$ cat src/design/tpc_cfg.svh
// register indices, field positions, reset values and codes of the timer output block
`ifndef TPC_CFG_SVH
`define TPC_CFG_SVH
// ==========================================================================
// register indices (byte address = 4 * index)
`define TPC_ADDR_W         18
`define TPC_IDX_PORT_DIR   16'hff20
`define TPC_IDX_PRESCALE   16'hffbb
`define TPC_IDX_OUT_CTRL   16'hffbd
// ==========================================================================
// reset values
`define TPC_RST_PORT_DIR   8'hff
`define TPC_RST_PRESCALE   8'h00
`define TPC_RST_OUT_CTRL   8'h00
// ==========================================================================
// output control fields
`define TPC_TOC_OSPT       6
`define TPC_TOC_OSPE       5
`define TPC_TOC_INV1       4
`define TPC_TOC_LVS        3
`define TPC_TOC_LVR        2
`define TPC_TOC_INV0       1
`define TPC_TOC_TOE        0
// ==========================================================================
// prescale fields; bits 3:2 are fixed zero
`define TPC_PRM_ES1_LSB    6
`define TPC_PRM_ES0_LSB    4
`define TPC_PRM_CKS_LSB    0
`define TPC_PRM_MASK       8'hf3
`define TPC_DIR_FIXED      6'h3f
// ==========================================================================
// codes
`define TPC_RUN_STOP       2'h0
`define TPC_RUN_EDGE_CLR   2'h2
`define TPC_RUN_MATCH_CLR  2'h3
`define TPC_EDGE_FALL      2'h0
`define TPC_EDGE_RISE      2'h1
`define TPC_EDGE_BOTH      2'h3
`define TPC_CKS_PCLK       2'h0
`define TPC_CKS_DIV4       2'h1
`define TPC_CKS_IN0        2'h3
`define TPC_DIV4_LAST      2'h3
`endif

$ cat src/design/tpc_pkg.sv
// shared types of the timer output block
package tpc_pkg;
  typedef logic [1:0] tpc_sel_t;
  // stored fields of the output control register
  typedef struct packed {
    logic ospe;
    logic inv1;
    logic inv0;
    logic toe;
  } tpc_toc_s;
endpackage

$ cat src/design/tpc_edge_if.sv
// carrier between the control logic and one input edge detector
`timescale 1ns/1ps
interface tpc_edge_if;
  tpc_pkg::tpc_sel_t sel;
  logic              run;
  logic              edge_hit;
  modport ctrl (output sel, output run, input edge_hit);
  modport det  (input sel, input run, output edge_hit);
endinterface

$ cat src/design/tpc_edge_detect.sv
// synchronised, filtered valid-edge detector for one timer input pin
`timescale 1ns/1ps
`include "tpc_cfg.svh"
module tpc_edge_detect (
  input  wire logic ref_clk_in,
  input  wire logic rst_n_in,
  input  wire logic pin_in,
  tpc_edge_if.det   eif
);
  logic [2:0] sync_q;
  logic       level_q;
  logic       prev_q;
  logic       first_q;
  logic       edge_q;
  // ==========================================================================
  // filter: level moves only when second and third stage agree
  wire stable  = (sync_q[1] == sync_q[2]);
  wire level_d = stable ? sync_q[2] : level_q;
  wire rise    = level_q & ~prev_q;
  wire fall    = ~level_q & prev_q;
  wire hit     = ((eif.sel == `TPC_EDGE_RISE) & rise) |
                 ((eif.sel == `TPC_EDGE_FALL) & fall) |
                 ((eif.sel == `TPC_EDGE_BOTH) & (rise | fall));
  // before the first enable prev is held low so a high pin reads as a rise
  wire prev_d  = (!eif.run && first_q) ? 1'b0 : level_q;
  assign eif.edge_hit = edge_q;

  // synchroniser, first stage feeds only the second
  always_ff @(posedge ref_clk_in or negedge rst_n_in) begin
    if (!rst_n_in) begin
      sync_q <= 3'h0;
    end else begin
      sync_q <= {sync_q[1:0], pin_in};
    end
  end

  // edge state; stopped timer detects nothing
  always_ff @(posedge ref_clk_in or negedge rst_n_in) begin
    if (!rst_n_in) begin
      level_q <= 1'b0;
      prev_q  <= 1'b0;
      first_q <= 1'b1;
      edge_q  <= 1'b0;
    end else begin
      level_q <= level_d;
      prev_q  <= prev_d;
      first_q <= first_q & ~eif.run;
      edge_q  <= eif.run & hit;
    end
  end
endmodule // tpc_edge_detect

$ cat src/design/tpc_timer_out_ctrl.sv
// timer output, prescale/edge select and port direction control with avalon-mm slave
// Functional notes
// - match-1 invert enable is writable while the counter runs.
// - reset clears the output control register to zero.
// - one-shot trigger reads 0; writing 1 clears and starts the counter.
// - one-shot enable picks one-shot output; not in match-0 clear mode.
// - match-1 invert enable toggles output on match 1; irq raised on every match while running.
// - match-0 invert enable toggles output on match 0; irq raised on every match while running.
// - level pair 00 no change, 01 low, 10 high, 11 prohibited.
// - level triggers read 0; writing 0 leaves output unchanged.
// - output enable 0 holds the pin low, 1 follows output logic.
// - prescale register not rewritten while running; reset value zero.
// - input 1 edge select: 00 fall, 01 rise, 11 both.
// - input 0 edge select: 00 fall, 01 rise, 11 both.
// - count clock: 00 peripheral, 01 divided by four, 11 input-0 edges.
// - high input at first enable counts as a rise; not after a restart.
// - direction bit 0 output, 1 input; upper six bits fixed one.
// - run mode 00 stops and clears the internal circuit.
//
// The Avalon-MM register port was chosen for this implementation.
`timescale 1ns/1ps
`include "tpc_cfg.svh"
module tpc_timer_out_ctrl (
  input  wire logic                  ref_clk_in,
  input  wire logic                  rst_n_in,
  // avalon-mm slave, byte address
  input  wire logic [`TPC_ADDR_W-1:0] avs_address_in,
  input  wire logic                  avs_read_in,
  input  wire logic                  avs_write_in,
  input  wire logic [31:0]           avs_writedata_in,
  input  wire logic [3:0]            avs_byteenable_in,
  output logic      [31:0]           avs_readdata_out,
  output logic                       avs_waitrequest_out,
  // counter core
  input  wire logic [1:0]            run_mode_in,
  input  wire logic                  match0_in,
  input  wire logic                  match1_in,
  output logic                       count_tick_out,
  output logic                       counter_clear_start_out,
  output logic                       oneshot_mode_out,
  output logic                       match0_irq_out,
  output logic                       match1_irq_out,
  output logic                       in0_edge_out,
  output logic                       in1_edge_out,
  // pins
  input  wire logic                  timer_in0_pin_in,
  input  wire logic                  timer_in1_pin_in,
  output logic                       timer_out_pin_out,
  output logic [1:0]                 port_oe_n_out
);
  logic               wreq_q;
  logic [31:0]        rdata_q;
  logic [1:0]         dir_q;
  logic [7:0]         prm_q;
  tpc_pkg::tpc_toc_s  toc_q;
  logic               clr_q;
  logic               out_q;
  logic               pin_q;
  logic               armed_q;
  logic [1:0]         div_q;
  logic               tick_q;
  logic               m0_irq_q;
  logic               m1_irq_q;
  tpc_edge_if         in0_if ();
  tpc_edge_if         in1_if ();

  // ==========================================================================
  // bus decode
  wire [15:0] idx      = avs_address_in[`TPC_ADDR_W-1:2];
  wire        sel_dir  = (idx == `TPC_IDX_PORT_DIR);
  wire        sel_prm  = (idx == `TPC_IDX_PRESCALE);
  wire        sel_toc  = (idx == `TPC_IDX_OUT_CTRL);
  wire        req_new  = (avs_read_in | avs_write_in) & wreq_q;
  // a write lands at the edge where waitrequest is seen low
  wire        wr_fire  = avs_write_in & ~wreq_q & avs_byteenable_in[0];
  wire [7:0]  wd       = avs_writedata_in[7:0];
  wire        running  = (run_mode_in != `TPC_RUN_STOP);
  wire        wr_dir   = wr_fire & sel_dir;
  wire        wr_prm   = wr_fire & sel_prm & ~running;
  wire        wr_toc   = wr_fire & sel_toc;
  wire        wr_tocs  = wr_toc & ~running;
  // triggers and fixed bits read as constants
  wire [7:0]  rd_toc   = {2'b00, toc_q.ospe, toc_q.inv1, 2'b00,
                          toc_q.inv0, toc_q.toe};
  wire [7:0]  rd_val   = sel_dir ? {`TPC_DIR_FIXED, dir_q} :
                         sel_prm ? (prm_q & `TPC_PRM_MASK) :
                         sel_toc ? rd_toc : 8'h00;

  // ==========================================================================
  // field views of the prescale register
  wire [1:0] es1 = prm_q[`TPC_PRM_ES1_LSB +: 2];
  wire [1:0] es0 = prm_q[`TPC_PRM_ES0_LSB +: 2];
  wire [1:0] cks = prm_q[`TPC_PRM_CKS_LSB +: 2];
  assign in0_if.sel = es0;
  assign in1_if.sel = es1;
  assign in0_if.run = running;
  assign in1_if.run = running;

  // ==========================================================================
  // output logic terms
  wire lvl_set   = wr_tocs & wd[`TPC_TOC_LVS] & ~wd[`TPC_TOC_LVR];
  wire lvl_clr   = wr_tocs & ~wd[`TPC_TOC_LVS] & wd[`TPC_TOC_LVR];
  wire sw_trig   = wr_toc & wd[`TPC_TOC_OSPT];
  // one-shot has no meaning when match 0 already restarts the count
  wire oneshot   = toc_q.ospe & (run_mode_in != `TPC_RUN_MATCH_CLR);
  wire arm_edge  = (run_mode_in == `TPC_RUN_EDGE_CLR) & in0_if.edge_hit;
  wire tog0      = match0_in & toc_q.inv0;
  wire tog1      = match1_in & toc_q.inv1;
  wire gate      = ~oneshot | armed_q;
  wire flip      = running & gate & (tog0 ^ tog1);
  // a level trigger write beats a toggle in the same cycle
  wire out_d     = lvl_set ? 1'b1 : lvl_clr ? 1'b0 : (flip ? ~out_q : out_q);
  wire armed_d   = (sw_trig | arm_edge) ? 1'b1 :
                   (oneshot & match1_in) ? 1'b0 : armed_q;
  wire [1:0] div_d = running ? div_q + 2'h1 : 2'h0;
  wire tick_d    = running & (((cks == `TPC_CKS_PCLK)) |
                   ((cks == `TPC_CKS_DIV4) & (div_q == `TPC_DIV4_LAST)) |
                   ((cks == `TPC_CKS_IN0) & in0_if.edge_hit));

  // ==========================================================================
  // edge detectors for both timer inputs
  tpc_edge_detect u_in0 (
    .ref_clk_in (ref_clk_in),
    .rst_n_in   (rst_n_in),
    .pin_in     (timer_in0_pin_in),
    .eif        (in0_if.det)
  );
  tpc_edge_detect u_in1 (
    .ref_clk_in (ref_clk_in),
    .rst_n_in   (rst_n_in),
    .pin_in     (timer_in1_pin_in),
    .eif        (in1_if.det)
  );

  // ==========================================================================
  // bus handshake: one wait cycle, read data registered
  always_ff @(posedge ref_clk_in or negedge rst_n_in) begin
    if (!rst_n_in) begin
      wreq_q  <= 1'b1;
      rdata_q <= 32'h0000_0000;
    end else begin
      wreq_q  <= ~req_new;
      if (req_new && avs_read_in) begin
        rdata_q <= {24'h00_0000, rd_val};
      end
    end
  end

  // direction and prescale registers
  always_ff @(posedge ref_clk_in or negedge rst_n_in) begin
    if (!rst_n_in) begin
      dir_q <= 2'(`TPC_RST_PORT_DIR);
      prm_q <= `TPC_RST_PRESCALE;
    end else begin
      if (wr_dir) begin
        dir_q <= wd[1:0];
      end
      if (wr_prm) begin
        prm_q <= wd & `TPC_PRM_MASK;
      end
    end
  end

  // output control fields; match-1 invert stays writable while running
  always_ff @(posedge ref_clk_in or negedge rst_n_in) begin
    if (!rst_n_in) begin
      toc_q <= tpc_pkg::tpc_toc_s'(4'h0);
    end else begin
      if (wr_toc) begin
        toc_q.inv1 <= wd[`TPC_TOC_INV1];
      end
      if (wr_tocs) begin
        toc_q.ospe <= wd[`TPC_TOC_OSPE];
        toc_q.inv0 <= wd[`TPC_TOC_INV0];
        toc_q.toe  <= wd[`TPC_TOC_TOE];
      end
    end
  end

  // output level, pin and one-shot arming
  always_ff @(posedge ref_clk_in or negedge rst_n_in) begin
    if (!rst_n_in) begin
      out_q   <= 1'b0;
      pin_q   <= 1'b0;
      armed_q <= 1'b0;
      clr_q   <= 1'b0;
    end else begin
      out_q   <= out_d;
      pin_q   <= toc_q.toe & out_q;
      armed_q <= armed_d;
      clr_q   <= sw_trig;
    end
  end

  // count clock and interrupt pulses to the core
  always_ff @(posedge ref_clk_in or negedge rst_n_in) begin
    if (!rst_n_in) begin
      div_q    <= 2'h0;
      tick_q   <= 1'b0;
      m0_irq_q <= 1'b0;
      m1_irq_q <= 1'b0;
    end else begin
      div_q    <= div_d;
      tick_q   <= tick_d;
      m0_irq_q <= running & match0_in;
      m1_irq_q <= running & match1_in;
    end
  end

  // ==========================================================================
  // outputs
  assign avs_readdata_out        = rdata_q;
  assign avs_waitrequest_out     = wreq_q;
  assign count_tick_out          = tick_q;
  assign counter_clear_start_out = clr_q;
  assign oneshot_mode_out        = toc_q.ospe;
  assign match0_irq_out          = m0_irq_q;
  assign match1_irq_out          = m1_irq_q;
  assign in0_edge_out            = in0_if.edge_hit;
  assign in1_edge_out            = in1_if.edge_hit;
  assign timer_out_pin_out       = pin_q;
  assign port_oe_n_out           = dir_q;
endmodule // tpc_timer_out_ctrl
$ cat config.mk
export PLATFORM = sky130hd
export DESIGN_NAME = tpc_timer_out_ctrl
export DESIGN_NICKNAME = d
export VERILOG_FILES = /design/src/design/tpc_pkg.sv /design/src/design/tpc_edge_if.sv /design/src/design/tpc_edge_detect.sv /design/src/design/tpc_timer_out_ctrl.sv
export VERILOG_INCLUDE_DIRS = /design/src /design/src/design
export SDC_FILE = /design/constraint.sdc
export NUM_CORES = 1
export LEC_CHECK = 0
export BUFFER_PORTS_ARGS = -buffer_cell sky130_fd_sc_hd__clkbuf_2
export CAP_MARGIN = 20
export CELL_PAD_IN_SITES_DETAIL_PLACEMENT = 0
export CELL_PAD_IN_SITES_GLOBAL_PLACEMENT = 1
export CORE_ASPECT_RATIO = 1.1
export CORE_MARGIN = 3
export CORE_UTILIZATION = 36
export CTS_CLUSTER_SIZE = 12
export DETAILED_ROUTE_END_ITERATION = 7
export GPL_ROUTABILITY_DRIVEN = 0
export PLACE_DENSITY = 0.83
export SYNTH_ARGS = -nofsm -noshare
export SYNTH_HDL_FRONTEND = slang
export SYNTH_SLANG_ARGS = --single-unit
$ cat constraint.sdc
create_clock -name ref_clk_in -period 2.8 [get_ports ref_clk_in]
set_input_delay 0.56 -clock ref_clk_in [delete_from_list [all_inputs] [get_ports ref_clk_in]]
set_output_delay 0.56 -clock ref_clk_in [all_outputs]
set_load 0.01 [all_outputs]
==> impl_metrics.prom, run 1 <==
# TYPE chip_impl_metric gauge
chip_impl_metric{name="dr_total_vias",unit=""} 1390
chip_impl_info{name="slowest_stage",value="or4_4"} 1
chip_impl_info{name="r2r_start",value="avs_waitrequest_out"} 1
chip_impl_metric{name="cts_max_path_buffers",unit=""} 2
chip_impl_metric{name="finalSetupViolCount",unit=""} 0
chip_impl_metric{name="global_route.usage.total",unit=""} 0.127
chip_impl_info{name="timing.setup.critical_path_class",value="in2reg"} 1
chip_impl_metric{name="synth_enable_flop_cells",unit=""} 0
chip_impl_metric{name="drt_pass1_iterations",unit=""} 4
chip_impl_metric{name="worstPathMaxFanout",unit=""} 8
chip_impl_metric{name="fin_crit",unit="ps"} 1760
chip_impl_info{name="crit_end",value="port_oe_n_out[0]"} 1
chip_impl_metric{name="worst_path_largest_cell_delay",unit="ps"} 540
chip_impl_metric{name="ctsResizeCount",unit=""} 0
chip_impl_metric{name="timing.final.max_slew_violations",unit=""} 0
chip_impl_metric{name="power_density_normalized_to_cell_area",unit="nW/um^2"} 549
chip_impl_metric{name="hold_buffers",unit=""} 0
chip_impl_metric{name="proportion_of_layout_cells_with_a_drive_suffix_above_1",unit=""} 0.326
chip_impl_metric{name="tightestPinTransition",unit="ps"} 595
chip_impl_info{name="clock-root-buffer",value="clkbuf_8"} 1
chip_impl_info{name="timing.critical_path.cells",value="clkbuf_2, or4_4, nor3_4, nand3_4, mux2_4"} 1
chip_impl_metric{name="buffer_ports.inserted",unit=""} 53
chip_impl_info{name="synthFlopType",value="dfrtp_1"} 1
chip_impl_metric{name="worst_setup_hold_path_clk_slew",unit="ps"} 80
chip_impl_metric{name="fp-row-count",unit=""} 28
chip_impl_metric{name="clock_sinks",unit=""} 43
chip_impl_metric{name="fin_crit_sh",unit=""} 0.630
chip_impl_metric{name="grt_max_degree",unit=""} 25
chip_impl_metric{name="dr.first_iter.drc_count",unit=""} 52
chip_impl_metric{name="fmax",unit="MHz"} 567
chip_impl_metric{name="top_level_ports",unit=""} 107
chip_impl_metric{name="die_width",unit="microns"} 77.8
chip_impl_metric{name="core",unit="sq um"} 5430
chip_impl_metric{name="layout.nets",unit=""} 304
chip_impl_metric{name="antenna_left",unit=""} 0
chip_impl_metric{name="ffs_latches_synth",unit=""} 43
chip_impl_metric{name="synth_seq_area_share",unit=""} 0.530
chip_impl_metric{name="power.static_leakage",unit="nW"} 1.25
chip_impl_metric{name="cts_buffers",unit=""} 5
chip_impl_metric{name="post_synth.cell_area_avg",unit="sq um"} 11.6
chip_impl_metric{name="numPlacedInstances",unit=""} 303
chip_impl_metric{name="synth-warning-count",unit=""} 0
chip_impl_metric{name="setup_tns",unit="ps"} 0
chip_impl_metric{name="required",unit="ps"} 3020
chip_impl_metric{name="max_cap_viol_count",unit=""} 0
chip_impl_info{name="cpLargestDelayFamily",value="simple AND/OR/NAND/NOR gates"} 1
chip_impl_metric{name="die-height",unit="microns"} 85.0
chip_impl_info{name="cp-end-kind",value="register"} 1
chip_impl_metric{name="ff2ff_path_depth",unit=""} 3
chip_impl_info{name="startpoint_type",value="input pin"} 1
chip_impl_metric{name="final_routed_wirelength_across_all_metal_layers",unit="mm"} 3.93
chip_impl_metric{name="ys_types",unit=""} 40
chip_impl_metric{name="initial_core_util",unit=""} 0.376
chip_impl_metric{name="number_of_global_route_vias_before_repair",unit=""} 1404
chip_impl_metric{name="cts_setup_buffers",unit=""} 0
chip_impl_metric{name="antenna_found_initial",unit=""} 0
chip_impl_metric{name="critPathArrivalTime",unit="ps"} 1980
chip_impl_metric{name="clock_insertion_delay_worst_skew",unit="ps"} 300
chip_impl_metric{name="cp.buffers_inverters",unit=""} 1
chip_impl_metric{name="routed_wire_length_per_instance",unit="microns"} 12.6
chip_impl_metric{name="global_route.overflow_total",unit=""} 0
chip_impl_metric{name="max_slew_margin",unit=""} 0.603
chip_impl_metric{name="grt_pass1_wl",unit="mm"} 6.53
chip_impl_metric{name="fin_cells",unit=""} 311
chip_impl_metric{name="syn_inst",unit=""} 176
chip_impl_metric{name="num_antenna_cells",unit=""} 0
chip_impl_info{name="r2r_end",value="oneshot_mode_out"} 1
chip_impl_info{name="tritoncts",value="yes"} 1
chip_impl_metric{name="ctsHtreeMaxLevel",unit=""} 2
chip_impl_metric{name="setup.reg_to_reg.worst_slack",unit="ps"} 1290
chip_impl_metric{name="ys_async_sr_fraction",unit=""} 1.00
chip_impl_metric{name="design.die.area",unit="sq um"} 6620
chip_impl_metric{name="peakVddDrop",unit="mV"} 0.195
chip_impl_info{name="status",value="finished clean"} 1
chip_impl_info{name="grt_setup_unrepaired",value="false"} 1
chip_impl_metric{name="detail_route.drc_violations",unit=""} 0
chip_impl_metric{name="clock-skew-final",unit="ps"} 11.6
chip_impl_metric{name="critical_path_depth",unit=""} 5
chip_impl_metric{name="post_drt_via_cell_ratio",unit=""} 4.47
chip_impl_metric{name="hold_violations",unit=""} 0
chip_impl_metric{name="post_synth_instance_area",unit="sq um"} 2040
chip_impl_info{name="setup.worst_path.start",value="avs_address_in[4]"} 1
chip_impl_info{name="worst_hold_path_type",value="in2async"} 1
chip_impl_metric{name="area.growth.synth_to_final",unit="%"} 19.7
chip_impl_metric{name="place_hpwl",unit="mm"} 3.10
## per-stage QoR
stage / util / total power, mW / setup slack (ps) / hold WS (ps) / instance area (sq um)
global placement: 0.426 / 0.788 / 718 / 332 / 2310
detailed placement: 0.426 / 0.791 / 724 / 339 / 2310
CTS: 0.450 / 1.35 / 1030 / 267 / 2440
global route: 0.450 / 1.41 / 973 / 289 / 2440
finish: 0.450 / 1.34 / 1040 / 252 / 2440
floorplan: - / 0.755 / 948 / 264 / 2130
## worst min-delay path by stage
| stage | endpoint | slack, ps | cells after the start |
|---|---|---|---|
| final | avs_readdata_out[7] | 250 | 1 |
| after floorplan | armed_q | 260 | 0 |
| after global placement | u_in0.sync_q[1] | 330 | 0 |
| after global routing | avs_readdata_out[3] | 290 | 1 |
| after CTS | avs_readdata_out[3] | 270 | 1 |
| after detailed placement | u_in1.sync_q[1] | 340 | 0 |
## power by group
group	switching (mW)	total [mW]	internal, mW
Clock	0.209	0.566	0.357
Sequential	0.0124	0.659	0.647
Combinational	0.0704	0.118	0.0480
Total	0.292	1.34	1.05
## area by class of cell
| type | instances | area [sq um] |
|---|---|---|
| fill | 535 | 2990 |
| clock inverter | 2 | 60.1 |
| multi-input combinational | 123 | 830 |
| tap | 75 | 93.8 |
| inverter | 7 | 26.3 |
| clock buffer | 6 | 72.6 |
| timing repair buffer | 55 | 280 |
| sequential | 43 | 1080 |
## cells in the final DEF (no fill, tap or decap), types with 2 or more instances in the layout
cell / n
nand2_1: 15
nand3_1: 2
o211ai_1: 2
maj3_1: 2
nand4_1: 3
o21ai_0: 2
a21oi_1: 6
and2_1: 4
buf_4: 2
mux2_1: 10
clkbuf_2: 53
nor2b_1: 7
mux2_4: 2
o21ai_1: 6
nor2_1: 9
bufinv_16: 2
dfrtp_1: 38
dfstp_2: 5
nor3_4: 2
conb_1: 24
a22oi_1: 2
ha_1: 5
inv_1: 7
clkbuf_8: 5
a221oi_1: 3
## state kept, by name, indices dropped and copies added (netlist names), 2 cells and up
signal,count
avs_readdata_out,7
port_oe_n_out,2
u_in0.sync_q,3
rd_toc,3
prm_q,6
u_in1.sync_q,3
div_q,2
## metal layers
metal	vias to the layer above	part of all wire	track usage
met5	-	0	0
met4	0	0.012	0.0518
met3	5	0.068	0.0488
met2	41	0.49	0.202
met1	670	0.43	0.155
li1	674	-	-
## cell families after synthesis
logic type,after synthesis,synth area share
and+or+nand+nor,50,0.151
DFF,43,0.530
buffers and inverters,33,0.107
AOI/OAI and AO/OA,27,0.0863
muxes,14,0.0802
adders and majority gates,7,0.0404
other,1,0.00184
xor gates and xnor gates,1,0.00429
## synthesized netlist by cell type, types with 2 or more instances
cell type | instances | share of area
and2_1 | 4 | 0.012
buf_4 | 25 | 0.092
dfrtp_1 | 38 | 0.47
mux2_1 | 10 | 0.055
mux2_4 | 2 | 0.015
maj3_1 | 2 | 0.0098
nor2_1 | 9 | 0.017
inv_1 | 7 | 0.013
dfstp_2 | 5 | 0.064
ha_1 | 5 | 0.031
nor3_4 | 2 | 0.016
nor2b_1 | 7 | 0.021
o21ai_1 | 6 | 0.015
a221oi_1 | 3 | 0.013
nand3_1 | 2 | 0.0049
o21ai_0 | 2 | 0.0049
nand2_1 | 15 | 0.028
a21oi_1 | 6 | 0.015
nand4_1 | 3 | 0.0092
o211ai_1 | 2 | 0.0073
a22oi_1 | 2 | 0.0073
Note: power is estimated with default switching activity, not from simulation.
==> run 2, diff against run 1 <==
--- a/config.mk
+++ b/config.mk
@@ -12,11 +12,11 @@
 export CELL_PAD_IN_SITES_GLOBAL_PLACEMENT = 1
 export CORE_ASPECT_RATIO = 1.1
 export CORE_MARGIN = 3
-export CORE_UTILIZATION = 36
+export CORE_UTILIZATION = 33
 export CTS_CLUSTER_SIZE = 12
 export DETAILED_ROUTE_END_ITERATION = 7
 export GPL_ROUTABILITY_DRIVEN = 0
-export PLACE_DENSITY = 0.83
+export PLACE_DENSITY = 0.77
 export SYNTH_ARGS = -nofsm -noshare
 export SYNTH_HDL_FRONTEND = slang
 export SYNTH_SLANG_ARGS = --single-unit
==> constraint.sdc (replaced) <==
create_clock -name ref_clk_in -period 1.8 [get_ports ref_clk_in]
set_input_delay 0.36 -clock ref_clk_in [delete_from_list [all_inputs] [get_ports ref_clk_in]]
set_output_delay 0.36 -clock ref_clk_in [all_outputs]
set_load 0.01 [all_outputs]
==> run 2 against run 1 <==
Effect of this change: critical path depth fell by 2; clock skew fell by 3.5 ps; register-to-register slack worse by 1000 ps; combinational power is 56% higher; sequential cell count unchanged; power up 33%; routed wire length shrank 0.64%; highest routed layer unchanged; sequential power rose by 56%; final cell count increased by 1.6%; critical path type is now reg2reg; global-route usage is 1.3 points lower.
==> impl_metrics.prom, run 2 (synthesis results as in run 1) <==
# TYPE chip_impl_metric gauge
chip_impl_info{name="status",value="finished clean"} 1
chip_impl_metric{name="timing.final.max_slew_violations",unit=""} 0
chip_impl_info{name="slowest_stage",value="dfstp_2"} 1
chip_impl_metric{name="fmax",unit="MHz"} 664
chip_impl_metric{name="antenna_left",unit=""} 0
chip_impl_metric{name="largest_register_ffs",unit=""} 7
chip_impl_info{name="timing.critical_path.cells",value="and3b_4, nand4_1, mux2_1"} 1
chip_impl_metric{name="ctsHtreeMaxLevel",unit=""} 2
chip_impl_info{name="worst_hold_path_type",value="in2async"} 1
chip_impl_metric{name="cts_buffers",unit=""} 5
chip_impl_metric{name="design.die.area",unit="sq um"} 7170
chip_impl_metric{name="proportion_of_layout_cells_with_a_drive_suffix_above_1",unit=""} 0.331
chip_impl_metric{name="antenna_found_initial",unit=""} 0
chip_impl_metric{name="die-height",unit="microns"} 88.5
chip_impl_info{name="setup.worst_path.start",value="avs_waitrequest_out"} 1
chip_impl_metric{name="grt_max_degree",unit=""} 44
chip_impl_info{name="global_route.peak_usage_layer",value="met2"} 1
chip_impl_info{name="timing.setup.critical_path_class",value="reg2reg"} 1
chip_impl_metric{name="routed_wire_length_per_instance",unit="microns"} 12.4
chip_impl_metric{name="final_routed_wirelength_across_all_metal_layers",unit="mm"} 3.91
chip_impl_info{name="r2r_start",value="avs_waitrequest_out"} 1
chip_impl_metric{name="use_met3",unit=""} 0.0387
chip_impl_metric{name="worst_setup_hold_path_clk_slew",unit="ps"} 80
chip_impl_info{name="grt_setup_unrepaired",value="false"} 1
chip_impl_metric{name="ff2ff_path_depth",unit=""} 3
chip_impl_metric{name="dr.first_iter.drc_count",unit=""} 67
chip_impl_metric{name="power_density_normalized_to_cell_area",unit="nW/um^2"} 737
chip_impl_metric{name="cts_setup_buffers",unit=""} 0
chip_impl_metric{name="detail_route.drc_violations",unit=""} 0
chip_impl_metric{name="dr_total_vias",unit=""} 1382
chip_impl_info{name="layout.cells.most_common",value="clkbuf_2"} 1
chip_impl_metric{name="ctsResizeCount",unit=""} 0
chip_impl_metric{name="max_slew_margin",unit=""} 0.648
chip_impl_metric{name="drt_pass1_iterations",unit=""} 4
chip_impl_metric{name="placement.cell_area",unit="sq um"} 2340
chip_impl_metric{name="fin_crit",unit="ps"} 1510
chip_impl_metric{name="post_drt_via_cell_ratio",unit=""} 4.37
chip_impl_metric{name="finish.utilization",unit=""} 0.411
chip_impl_metric{name="worst_path_largest_cell_delay",unit="ps"} 560
chip_impl_info{name="cp-end-kind",value="register"} 1
chip_impl_metric{name="global_route.usage.total",unit=""} 0.115
chip_impl_metric{name="setup_tns",unit="ps"} 0
chip_impl_metric{name="grt_pass1_wl",unit="mm"} 6.19
chip_impl_metric{name="clock_sinks",unit=""} 43
chip_impl_info{name="clock-root-buffer",value="clkbuf_8"} 1
chip_impl_metric{name="hold_violations",unit=""} 0
chip_impl_metric{name="die_width",unit="microns"} 81.0
chip_impl_metric{name="numPlacedInstances",unit=""} 308
chip_impl_metric{name="initial_core_util",unit=""} 0.348
chip_impl_metric{name="grt_use_met2",unit=""} 0.183
chip_impl_metric{name="setup.reg_to_reg.worst_slack",unit="ps"} 290
chip_impl_metric{name="number_of_global_route_vias_before_repair",unit=""} 1335
chip_impl_info{name="r2r_end",value="rd_toc[0]"} 1
chip_impl_info{name="final_cell_mix",value="clkbuf_2 (53), dfrtp_1 (38), conb_1 (24)"} 1
chip_impl_metric{name="final_area",unit="sq um"} 2420
chip_impl_metric{name="clock_insertion_delay_worst_skew",unit="ps"} 290
chip_impl_metric{name="top_level_ports",unit=""} 107
chip_impl_metric{name="fin_crit_sh",unit=""} 0.837
chip_impl_metric{name="fp-row-count",unit=""} 29
chip_impl_metric{name="grt_use_met1",unit=""} 0.147
chip_impl_metric{name="worstPathMaxFanout",unit=""} 5
chip_impl_metric{name="hold_buffers",unit=""} 0
chip_impl_metric{name="cts_max_path_buffers",unit=""} 2
chip_impl_metric{name="core",unit="sq um"} 5880
chip_impl_metric{name="finalSetupViolCount",unit=""} 0
chip_impl_metric{name="num_antenna_cells",unit=""} 0
chip_impl_metric{name="layout.nets",unit=""} 307
chip_impl_metric{name="buffer_ports.inserted",unit=""} 53
chip_impl_info{name="startpoint_type",value="register"} 1
chip_impl_metric{name="critPathArrivalTime",unit="ps"} 1680
chip_impl_metric{name="fin_cells",unit=""} 316
chip_impl_metric{name="peakVddDrop",unit="mV"} 0.243
chip_impl_metric{name="clock-skew-final",unit="ps"} 8.11
chip_impl_info{name="tritoncts",value="yes"} 1
chip_impl_metric{name="global_route.overflow_total",unit=""} 0
chip_impl_metric{name="max_cap_viol_count",unit=""} 0
chip_impl_metric{name="required",unit="ps"} 1970
chip_impl_metric{name="place_hpwl",unit="mm"} 3.12
chip_impl_metric{name="power.static_leakage",unit="nW"} 1.24
chip_impl_metric{name="area.growth.synth_to_final",unit="%"} 18.4
chip_impl_metric{name="tightestPinTransition",unit="ps"} 528
==> run 2: final cells by class <==
cell class | count | area [sq um]
clock inverters | 1 | 5.00
inverters | 7 | 26.3
fillers | 592 | 3460
well taps | 77 | 96.3
multi-input cells | 123 | 830
flip-flops and latches | 43 | 1080
clock buffers | 7 | 76.3
repair buffers | 58 | 303
==> run 2: layer usage <==
layer / wire, microns / share of wire
met1: 1660 / 0.42
met5: 0 / 0
met3: 250 / 0.064
met4: 48 / 0.012
met2: 1950 / 0.50
==> run 2: through the flow <==
stage / hold slack (ps) / power (mW) / setup slack [ps]
after floorplan: 64.4 / 1.17 / 148
after detailed placement: 335 / 1.23 / 15.0
final: 125 / 1.78 / 293
after global routing: 159 / 1.89 / 121
after global placement: 334 / 1.23 / 33.6
after CTS: 151 / 1.81 / 268
==> run 2: worst max path at each step <==
stage | end | slack, ps | cells after the start
final | rd_toc[0] | 290 | 3
after global routing | rd_toc[1] | 120 | 5
after CTS | rd_toc[0] | 270 | 3
after detailed placement | rd_toc[0] | 20 | 5
after global placement | oneshot_mode_out | 30 | 5
after floorplan | port_oe_n_out[0] | 150 | 4
==> run 2: worst max-delay path, delay by kind of cell (launching register included) <==
kind	cells	cell delay (ps)
AND/OR/NAND/NOR	2	470
flip-flops	1	560
multiplexers	1	350
==> run 2: where the power goes <==
part           internal [mW]  total [mW]  switching [mW]
Sequential              1.01        1.03          0.0196
Clock                  0.272       0.573           0.301
Combinational         0.0753       0.184           0.109
